[src/rtl/loopback_pkg.sv]
// Package for the inband loopback code block: register map, field layout,
// reset values and structs shared by the design.
// Assumes a 32-bit AHB-Lite bus with word-aligned registers.
package loopback_pkg;
	// ==========================================================
	// Register indices and byte addresses
	// ==========================================================
	localparam logic [7:0]  IDX_LOOP_CONFIG  = 8'h08;          // Global configuration
	localparam logic [7:0]  IDX_ACT_CODE     = 8'h09;          // Activation code
	localparam logic [7:0]  IDX_DEACT_CODE   = 8'h0A;          // Deactivation code
	localparam logic [7:0]  IDX_LOOP_STATUS  = 8'h0B;          // Receive status
	localparam logic [7:0]  IDX_IRQ_MASK     = 8'h0C;          // Interrupt mask
	localparam logic [7:0]  IDX_IRQ_FLAG     = 8'h0D;          // Interrupt flags
	localparam logic [7:0]  IDX_GEN_SELECT   = 8'h0E;          // Generator select
	localparam logic [7:0]  IDX_GEN_ENABLE   = 8'h0F;          // Generator enable
	localparam logic [7:0]  IDX_LOOP_ACTIVE  = 8'h10;          // Automatic loopback state
	localparam int          ADDR_SHIFT       = 2;              // Byte address is four times the index
	// ==========================================================
	// Configuration field positions
	// ==========================================================
	localparam int          CFG_DEACT_LEN_LO = 0;              // Deactivation length field
	localparam int          CFG_ACT_LEN_LO   = 2;              // Activation length field
	localparam int          CFG_AUTO_LOOP    = 4;              // Automatic loopback enable
	localparam int          CFG_DET_ENABLE   = 5;              // Detector enable
	localparam logic [7:0]  CFG_WRITE_MASK   = 8'h3F;          // Bits 7..6 are reserved
	localparam logic [7:0]  RESET_BYTE       = 8'h00;          // Every register resets to zero
	// ==========================================================
	// Code lengths and detection timing
	// ==========================================================
	localparam logic [1:0]  LEN_5            = 2'h0;
	localparam logic [1:0]  LEN_6            = 2'h1;
	localparam logic [1:0]  LEN_7            = 2'h2;
	localparam logic [1:0]  LEN_8            = 2'h3;
	localparam int          CODE_BITS        = 8;              // Register width of a code
	localparam int          MATCH_REPEATS    = 4;              // Whole code periods to confirm
	// ==========================================================
	// Carriers
	// ==========================================================
	typedef struct packed {
		logic       det_enable;
		logic       auto_loop;
		logic [1:0] act_length;
		logic [1:0] deact_length;
	} loop_config_t;
	typedef struct packed {
		logic [7:0] rx_valid;                                  // One-cycle bit strobe per channel
		logic [7:0] rx_bit;                                    // Received bit per channel
	} line_rx_t;
	typedef struct packed {
		logic [7:0] tx_ready;                                  // Transmitter wants a bit
		logic [7:0] tx_data;                                   // Normal transmit data
	} line_tx_t;
endpackage

[src/rtl/inband_loopback_code_control.sv]
// Inband loopback code logic for eight line channels: code detection,
// status, maskable interrupt flags, code generators, AHB-Lite registers.
// Assumes line bit strobes are synchronous to clock and one cycle wide.
//
// Chosen here: the AHB-Lite register port.
`timescale 1ns/10ps
// Notes on behaviour
// - deactivation code taken from upper register bits
// - one deactivation code shared by all channels
// - status one after activation, zero after deactivation
// - mask bit one allows channel interrupt
// - flag set on status change when enabled
// - reading status register clears all flags
// - select zero sends activation, one deactivation
// - generator runs only while enable bit set
// - deactivation length field picks five to eight
// - activation length field picks five to eight
// - detector enable bit turns detection on
// - automatic loopback follows detected codes
module inband_loopback_code_control #(
	parameter int CHANNELS = 8,                                // Line channels
	parameter int REPEATS  = loopback_pkg::MATCH_REPEATS       // Code periods to confirm
) (
	input  wire logic                     clock,
	input  wire logic                     rst,
	input  wire logic                     hsel,
	input  wire logic [31:0]              haddr,
	input  wire logic [1:0]               htrans,
	input  wire logic                     hwrite,
	input  wire logic [2:0]               hsize,
	input  wire logic [31:0]              hwdata,
	input  wire logic                     hready,
	output logic      [31:0]              hrdata,
	output logic                          hreadyout,
	output logic                          hresp,
	input  wire loopback_pkg::line_rx_t   line_rx,
	input  wire loopback_pkg::line_tx_t   line_tx,
	output logic      [7:0]               tx_out,
	output logic      [7:0]               loop_active,
	output logic                          irq
);
	import loopback_pkg::*;

	// ==========================================================
	// Bus slave
	// ==========================================================
	logic        wr_pend_reg;                                  // Write data phase pending
	logic [7:0]  wr_idx_reg;                                   // Index of the pending write
	logic [31:0] rdata_reg;                                    // Read data for the data phase
	logic        rd_status_reg;                                // Status read just taken
	wire         take  = hsel & hready & htrans[1];            // NONSEQ or SEQ address phase
	wire         idx_ok = (haddr[1:0] == 2'h0) & (haddr[31:10] == 22'h000000);   // No aliases above the map
	wire  [7:0]  idx   = haddr[9:2];
	wire         rd_take = take & ~hwrite & idx_ok;
	wire  [7:0]  wbyte = hwdata[7:0];

	// Registers
	loop_config_t       cfg_reg;
	logic [7:0]         act_code_reg;
	logic [7:0]         deact_code_reg;                        // Single copy for all channels
	logic [7:0]         loop_status_reg;
	logic [7:0]         loop_irq_mask_reg;
	logic [7:0]         loop_irq_flag_reg;
	logic [7:0]         gen_select_reg;
	logic [7:0]         gen_enable_reg;

	wire wr_cfg   = wr_pend_reg & (wr_idx_reg == IDX_LOOP_CONFIG);
	wire wr_act   = wr_pend_reg & (wr_idx_reg == IDX_ACT_CODE);
	wire wr_deact = wr_pend_reg & (wr_idx_reg == IDX_DEACT_CODE);
	wire wr_mask  = wr_pend_reg & (wr_idx_reg == IDX_IRQ_MASK);
	wire wr_gsel  = wr_pend_reg & (wr_idx_reg == IDX_GEN_SELECT);
	wire wr_gen   = wr_pend_reg & (wr_idx_reg == IDX_GEN_ENABLE);

	// Read mux as an else-if chain; unmapped words read zero
	logic [7:0] rd_byte;
	always_comb begin
		if (idx == IDX_LOOP_CONFIG)      rd_byte = {2'h0, cfg_reg};
		else if (idx == IDX_ACT_CODE)    rd_byte = act_code_reg;
		else if (idx == IDX_DEACT_CODE)  rd_byte = deact_code_reg;
		else if (idx == IDX_LOOP_STATUS) rd_byte = loop_status_reg;
		else if (idx == IDX_IRQ_MASK)    rd_byte = loop_irq_mask_reg;
		else if (idx == IDX_IRQ_FLAG)    rd_byte = loop_irq_flag_reg;
		else if (idx == IDX_GEN_SELECT)  rd_byte = gen_select_reg;
		else if (idx == IDX_GEN_ENABLE)  rd_byte = gen_enable_reg;
		else if (idx == IDX_LOOP_ACTIVE) rd_byte = loop_active;
		else                             rd_byte = RESET_BYTE;
	end

	// Zero wait states: capture address, answer in the next cycle
	always_ff @(posedge clock or posedge rst) begin
		if (rst) begin
			wr_pend_reg   <= 1'b0;
			wr_idx_reg    <= RESET_BYTE;
			rdata_reg     <= 32'h00000000;
			rd_status_reg <= 1'b0;
		end else begin
			wr_pend_reg   <= take & hwrite & idx_ok;
			wr_idx_reg    <= idx;
			rdata_reg     <= rd_take ? {24'h000000, rd_byte} : 32'h00000000;
			rd_status_reg <= rd_take & (idx == IDX_LOOP_STATUS);
		end
	end
	assign hrdata    = rdata_reg;
	assign hreadyout = 1'b1;
	assign hresp     = 1'b0;

	// Writable registers; reserved config bits are dropped
	always_ff @(posedge clock or posedge rst) begin
		if (rst) begin
			cfg_reg           <= '0;
			act_code_reg      <= RESET_BYTE;
			deact_code_reg    <= RESET_BYTE;
			loop_irq_mask_reg <= RESET_BYTE;
			gen_select_reg    <= RESET_BYTE;
			gen_enable_reg    <= RESET_BYTE;
		end else begin
			if (wr_cfg)   cfg_reg           <= loop_config_t'(wbyte[5:0]);
			if (wr_act)   act_code_reg      <= wbyte;
			if (wr_deact) deact_code_reg    <= wbyte;        // Replication is software's job
			if (wr_mask)  loop_irq_mask_reg <= wbyte;
			if (wr_gsel)  gen_select_reg    <= wbyte;
			if (wr_gen)   gen_enable_reg    <= wbyte;
		end
	end

	// ==========================================================
	// Code length selection
	// ==========================================================
	// Length as a count of bits; code occupies the upper bits
	function automatic logic [3:0] code_len(input logic [1:0] sel);
		logic [3:0] n;
		n = 4'h5 + {2'h0, sel};                               // 00=5 .. 11=8
		return n;
	endfunction
	wire [3:0] act_len   = code_len(cfg_reg.act_length);
	wire [3:0] deact_len = code_len(cfg_reg.deact_length);
	wire       det_on    = cfg_reg.det_enable;

	// ==========================================================
	// Per-channel detector and generator
	// ==========================================================
	logic [7:0] status_next;
	genvar ch;
	generate
		for (ch = 0; ch < CHANNELS; ch++) begin : g_chan
			logic [2:0] phase_reg;                             // Bits into the current activation period
			logic [2:0] d_phase_reg;                           // Bits into the current deactivation period
			logic [5:0] act_run_reg;                           // Matched bits for activation
			logic [5:0] deact_run_reg;                         // Matched bits for deactivation
			logic [2:0] gen_pos_reg;                            // Generator bit position
			wire        rv = line_rx.rx_valid[ch];
			wire        rb = line_rx.rx_bit[ch];
			// Each received bit must equal the register bit for its place in the
			// period; every period follows the upper register bits in order
			wire [3:0]  a_idx = 4'h7 - {1'b0, phase_reg};
			wire [3:0]  d_idx = 4'h7 - {1'b0, d_phase_reg};
			wire        act_bit_ok   = (rb == act_code_reg[a_idx[2:0]]);
			wire        deact_bit_ok = (rb == deact_code_reg[d_idx[2:0]]);
			wire [5:0]  need_a = 6'(act_len) * 6'(REPEATS);
			wire [5:0]  need_d = 6'(deact_len) * 6'(REPEATS);
			wire        act_seen   = det_on & (act_run_reg >= need_a);
			wire        deact_seen = det_on & (deact_run_reg >= need_d);
			// Each code keeps its own phase counter, so the two lengths may
			// differ; both restart when the detector is switched on, and the
			// far end must begin a code period there to be recognised
			wire [2:0]  last_a = 3'(act_len - 4'h1);
			wire [2:0]  last_d = 3'(deact_len - 4'h1);
			always_ff @(posedge clock or posedge rst) begin
				if (rst) begin
					phase_reg     <= 3'h0;
					d_phase_reg   <= 3'h0;
					act_run_reg   <= 6'h00;
					deact_run_reg <= 6'h00;
				end else if (!det_on) begin
					phase_reg     <= 3'h0;
					d_phase_reg   <= 3'h0;
					act_run_reg   <= 6'h00;
					deact_run_reg <= 6'h00;
				end else if (rv) begin
					phase_reg     <= (phase_reg == last_a) ? 3'h0 : phase_reg + 3'h1;
					d_phase_reg   <= (d_phase_reg == last_d) ? 3'h0 : d_phase_reg + 3'h1;
					act_run_reg   <= act_bit_ok ? (act_run_reg == 6'h3F ? act_run_reg : act_run_reg + 6'h01)
					                            : 6'h00;
					deact_run_reg <= deact_bit_ok ? (deact_run_reg == 6'h3F ? deact_run_reg
					                                 : deact_run_reg + 6'h01) : 6'h00;
				end
			end
			// Status: set on activation, cleared on deactivation
			always_comb begin
				if (deact_seen)    status_next[ch] = 1'b0;
				else if (act_seen) status_next[ch] = 1'b1;
				else               status_next[ch] = loop_status_reg[ch];
			end
			// Generator: repeats the chosen code while enabled
			wire [1:0] g_sel  = gen_select_reg[ch] ? cfg_reg.deact_length : cfg_reg.act_length;
			wire [7:0] g_code = gen_select_reg[ch] ? deact_code_reg : act_code_reg;
			wire [2:0] g_last = 3'(code_len(g_sel) - 4'h1);
			always_ff @(posedge clock or posedge rst) begin
				if (rst) begin
					gen_pos_reg <= 3'h0;
					tx_out[ch]  <= 1'b0;
				end else if (!gen_enable_reg[ch]) begin
					gen_pos_reg <= 3'h0;
					tx_out[ch]  <= line_tx.tx_ready[ch] ? line_tx.tx_data[ch] : tx_out[ch];
				end else if (line_tx.tx_ready[ch]) begin
					gen_pos_reg <= (gen_pos_reg >= g_last) ? 3'h0 : gen_pos_reg + 3'h1;
					tx_out[ch]  <= g_code[3'h7 - gen_pos_reg];
				end
			end
		end
	endgenerate

	// ==========================================================
	// Status, flags, interrupt and automatic loopback
	// ==========================================================
	wire [7:0] status_change = status_next ^ loop_status_reg;
	wire [7:0] flag_set = det_on ? (status_change & loop_irq_mask_reg) : 8'h00;
	always_ff @(posedge clock or posedge rst) begin
		if (rst) begin
			loop_status_reg   <= RESET_BYTE;
			loop_irq_flag_reg <= RESET_BYTE;
			loop_active       <= RESET_BYTE;
		end else begin
			loop_status_reg   <= status_next;
			// A new change in the clearing cycle is kept
			loop_irq_flag_reg <= (rd_status_reg ? 8'h00 : loop_irq_flag_reg) | flag_set;
			loop_active       <= cfg_reg.auto_loop ? status_next : 8'h00;
		end
	end
	assign irq = |(loop_irq_flag_reg & loop_irq_mask_reg);

	// ==========================================================
	// Checks
	// ==========================================================
	// Checks sample design signals, plus hwdata in the mask check, line_tx in the pass-through and first-bit checks, bus inputs in the status read check
	property p_status_clears_flags;
		@(posedge clock) disable iff (rst)
		rd_status_reg |=> ((loop_irq_flag_reg & ~$past(flag_set)) == 8'h00);
	endproperty
	a_status_clears_flags: assert property (p_status_clears_flags) else $error("flags not cleared by status read");
	property p_flag_needs_enable;
		@(posedge clock) disable iff (rst)
		(!det_on && !rd_status_reg) |=> (loop_irq_flag_reg == $past(loop_irq_flag_reg));
	endproperty
	a_flag_needs_enable: assert property (p_flag_needs_enable) else $error("flag set while detector off");
	property p_change_sets_flag;
		@(posedge clock) disable iff (rst)
		(det_on && |(status_change & loop_irq_mask_reg)) |=> |loop_irq_flag_reg;
	endproperty
	a_change_sets_flag: assert property (p_change_sets_flag) else $error("status change lost");
	property p_irq_masked;
		@(posedge clock) disable iff (rst)
		(loop_irq_mask_reg == 8'h00) |-> !irq;
	endproperty
	a_irq_masked: assert property (p_irq_masked) else $error("irq with all masked");
	property p_auto_off;
		@(posedge clock) disable iff (rst)
		!cfg_reg.auto_loop |=> (loop_active == 8'h00);
	endproperty
	a_auto_off: assert property (p_auto_off) else $error("loopback without auto enable");
	property p_auto_follows;
		@(posedge clock) disable iff (rst)
		cfg_reg.auto_loop |=> (loop_active == loop_status_reg);
	endproperty
	a_auto_follows: assert property (p_auto_follows) else $error("loopback not following status");
	property p_gen_off_passes;
		@(posedge clock) disable iff (rst)
		(!gen_enable_reg[0] && line_tx.tx_ready[0]) |=> (tx_out[0] == $past(line_tx.tx_data[0]));
	endproperty
	a_gen_off_passes: assert property (p_gen_off_passes) else $error("data not passed when off");
	property p_status_stable_off;
		@(posedge clock) disable iff (rst)
		!det_on |=> $stable(loop_status_reg);
	endproperty
	a_status_stable_off: assert property (p_status_stable_off) else $error("status moved while off");
	// No flag bit may rise on a channel whose mask was clear
	property p_flag_needs_mask;
		@(posedge clock) disable iff (rst)
		!rd_status_reg |=> ((loop_irq_flag_reg & ~$past(loop_irq_flag_reg) & ~$past(loop_irq_mask_reg)) == 8'h00);
	endproperty
	a_flag_needs_mask: assert property (p_flag_needs_mask) else $error("flag set on masked channel");
	// A status read returns the status held at its address phase
	property p_status_read_data;
		@(posedge clock) disable iff (rst)
		(rd_take && (idx == IDX_LOOP_STATUS)) |=> (hrdata == {24'h000000, $past(loop_status_reg)});
	endproperty
	a_status_read_data: assert property (p_status_read_data) else $error("status read data wrong");
	// A mask write lands at the end of its data phase
	property p_mask_write_lands;
		@(posedge clock) disable iff (rst)
		wr_mask |=> (loop_irq_mask_reg == $past(wbyte));
	endproperty
	a_mask_write_lands: assert property (p_mask_write_lands) else $error("mask write lost");
	// Channel 1's deactivation generator opens each period with the top code bit
	property p_gen_first_bit;
		@(posedge clock) disable iff (rst)
		(gen_enable_reg[1] && gen_select_reg[1] && line_tx.tx_ready[1] && (g_chan[1].gen_pos_reg == 3'h0))
			|=> (tx_out[1] == $past(deact_code_reg[CODE_BITS - 1]));
	endproperty
	a_gen_first_bit: assert property (p_gen_first_bit) else $error("generator first bit wrong");
endmodule

[config.mk]
export PLATFORM = sky130hd
export DESIGN_NAME = inband_loopback_code_control
export DESIGN_NICKNAME = d
export VERILOG_FILES = /design/src/rtl/loopback_pkg.sv /design/src/rtl/inband_loopback_code_control.sv
export SDC_FILE = /design/constraint.sdc
export NUM_CORES = 1
export LEC_CHECK = 0
export ABC_AREA = 1
export BUFFER_PORTS_ARGS = -buffer_cell sky130_fd_sc_hd__buf_2
export CAP_MARGIN = 0
export CORE_ASPECT_RATIO = 2
export CORE_MARGIN = 5
export CORE_UTILIZATION = 35
export DETAILED_ROUTE_END_ITERATION = 8
export SKIP_CTS_REPAIR_TIMING = 1
export SYNTH_ARGS = -nofsm -noshare
export SYNTH_HDL_FRONTEND = slang
export SYNTH_SLANG_ARGS = --single-unit
[constraint.sdc]
create_clock -name clock -period 28.1 [get_ports clock]
set_input_delay 5.62 -clock clock [delete_from_list [all_inputs] [get_ports clock]]
set_output_delay 5.62 -clock clock [all_outputs]
set_load 0.05 [all_outputs]
==> metrics.md <==
| Metric | Value |
|---|---|
| Status | finished clean |
| Switching share of total power | 0.420 |
| Die height | 340 um |
| Clk sinks | around 260 |
| Max VDD drop | between 0.00004 and 0.00005 V |
| Synth Instances | between 2000 and 3000 |
| Power per cell area | 75.9 mW/mm^2 |
| Die area | a little under 0.06 mm^2 |
| Most frequent cells in the layout | nand2_1, nand3_1, inv_1 |
| Largest net degree at the start of global routing | 119 |
| DP Area | 0.0199 mm^2 |
| Post-route minimum period | between 7000 and 8000 ps |
| Final Net Count | 2891 |
| Crit-path cells | buf_2 > inv_8 > buf_4 > buf_4 |
| Post-route DRC | 0 |
| Total gr overflow | 0 |
| Worst rel slew slack | 0.323 |
| 1st-pass router iterations | 6 |
| Hold WC Path Type | reg2reg |
| FF-to-FF Start | cfg_reg[0] |
| Clk_lat worst skew | 590 ps |
| Setup Crit Path Kind | in2async |
| Lkg Pwr | 10.4 nW |
| Post-synthesis cell type count | between 40 and 50 |
| CTS Buffer Depth | 3 |
| Total number of vias | roughly 19000 |
| Crit share post-route | 0.275 |
| CTS HTree Levels | 1 |
| Max Clock Skew | about 33 ps |
| Hold_sp | tx_out[2] |
| Slowest CP cell | buf_4 |
| Max-slew violations | 0 |
| DPL Wire Length | about 48000 um |
| Worst Path Max Fanout | between 100 and 150 |
| CP arrival | 8320 ps |
| Worst slew pin tran | about 1000 ps |
| CTS buffer count | 27 |
| Critical path launch point | rst |
| Vias in the first global route | ~18000 |
| Hold Vio Cnt, Final | 0 |
| Final hold slack | between 400 and 500 ps |
| Achievable Freq | roughly 130 MHz |
| Most used cell, CP | buf_4 |
| Antenna-violating nets left | 0 |
| Sequential share of the synthesized area | 0.346 |
| Commonest register cell after synthesis | dfrtp_1 |
| Internal Power | just over 0.9 mW |
| Part of the power in combinational logic | 0.367 |
| First-pass GRT wire length | around 98000 um |
| Most common cell after layout, fill and taps aside | nand2_1 |
| Port bufs | between 100 and 150 |
| RSZ-0062 raised after global routing | false |
| Clock transition at path regs | roughly 70 ps |
| P_sw | 0.665 mW |
| Final Setup Violations | 0 |
| Syn avg cell area | around 7.3 um^2 |
| Initial antenna violation count | 9 |
| Chip Width | about 180 um |
| Mean routed wirelength per cell | around 19 um |
| Clock share of power | 0.251 |
| Cell Area, Synth | 0.0191 mm^2 |
| Final setup TNS | 0 ps |
| Inst Count DP | roughly 3300 |
| Yosys synthesis warning count | 0 |
| Startpoint types | input port |
| Max-cap violation count | 0 |
| Placer Congestion | around 1 |
| Req. time, crit path | 28690 ps |
| Number of synthesized register bits | 264 |
| TritonCTS clock tree | done |
| Finished layout cell area | roughly 0.021 mm^2 |
| 1st-iter DRT viols | 1313 |
| Max incr delay on CP | about 900 ps |
| Layout cells sized above 1 | 0.0895 |
| Worst setup EP type | async pin |
| Post-synth EDFFs | 0 |
| Num ports | approximately 160 |
| GRT Util Overall | 0.207 |
| Layout area overhead | 9.47% |
| Final WL | about 64000 um |
| Core Box Area | 0.0542 mm^2 |
| Sequential Power Share | 0.381 |
| Via/cell ratio | around 5.5 |
| Synth async-reset ratio | 1.00 |
| CTS root buf | clkbuf_16 |
| Final Instance Count excl. Fillers | ~3400 |
| Initial core utilization | 0.352 |
| Num rows | 121 |
## synth_stat cells, types with 3 or more instances
library cell	number	area, um^2
a21oi_1	175	876
a31o_2	5	43.8
buf_1	10	37.5
buf_2	19	95.1
buf_4	33	248
buf_6	9	101
clkbuf_1	59	221
clkbuf_2	5	25.0
clkinv_1	4	15.0
dfrtp_1	264	6610
ha_1	123	1540
inv_1	287	1080
inv_2	7	26.3
nand2_1	597	2240
nand2_2	21	131
nand3_1	360	1800
nand3_2	3	30.0
nand3b_1	10	75.1
nand4_1	45	282
nor2_1	111	417
nor2_4	3	33.8
nor3_1	66	330
nor4_1	5	31.3
o2111ai_1	4	35.0
o211ai_1	83	623
o21ai_0	138	691
o21ai_1	35	175
o21ai_2	19	166
o22ai_1	17	106
or2_2	7	43.8
xnor2_1	17	149
xor2_1	69	604
## cells by family (layout without fill, tap and decap cells)
kind of cell	count (synthesis)	after routing	share of synthesized area
DFF	264	264	0.346
and+or+nand+nor	1236	1236	0.289
other	2	30	0.000394
AOI/OAI and AO/OA	480	480	0.144
buffers and inverters	433	466	0.0969
xor gates and xnor gates	88	88	0.0424
adders and majority gates	123	123	0.0807
## power by group through the flow
stage	combinational (mW)	clock [mW]	sequential, mW
6_report	0.582	0.398	0.604
5_1_grt	0.668	0.419	0.619
4_1_cts	0.584	0.409	0.601
3_5_place_dp	0.582	0	0.607
3_3_place_gp	0.557	0	0.602
2_1_floorplan	0.438	0	0.599
## area by class of cell
class                   count  area [um^2]
multi-input cells        1953        10700
fillers                  5590        33300
repair buffers            118          631
diodes                      4         10.0
well taps                 676          846
clock buffers              38          777
clock inverters            12          171
flip-flops and latches    264         6610
inverters                 298         1130
## per-stage QoR
stage               worst slack (ps)  power, mW  utilization
global route                   19880       1.71        0.385
detailed placement             19620       1.19        0.367
floorplan                      15210       1.04            -
CTS                            20250       1.59        0.385
finish                         20360       1.58        0.385
global placement               19680       1.16        0.367
## worst paths after layout
check / depth (start not counted) / end / slack [ps]
worst max-delay path: 4 / loop_irq_flag_reg[7] / 20360
worst min-delay path: 2 / tx_out[2] / 480
worst max register to register: 11 / loop_active[6] / 24410
worst min register to register: 2 / tx_out[2] / 480
max in group clock: 5 / irq / 20530
min in group asynchronous: 2 / g_chan[7].deact_run_reg[0] / 5180
## worst max-delay path: cells and delay by family
family   cells  cell delay, ps
buf+inv      4            2410
## routing by layer
layer | global-route usage | part of all wire
met2 | 0.390 | 0.52
met5 | 0 | 0.0012
met4 | 0.141 | 0.080
met1 | 0.207 | 0.35
met3 | 0.0313 | 0.055
No activity file was read; power rests on OpenSTA's default activity.
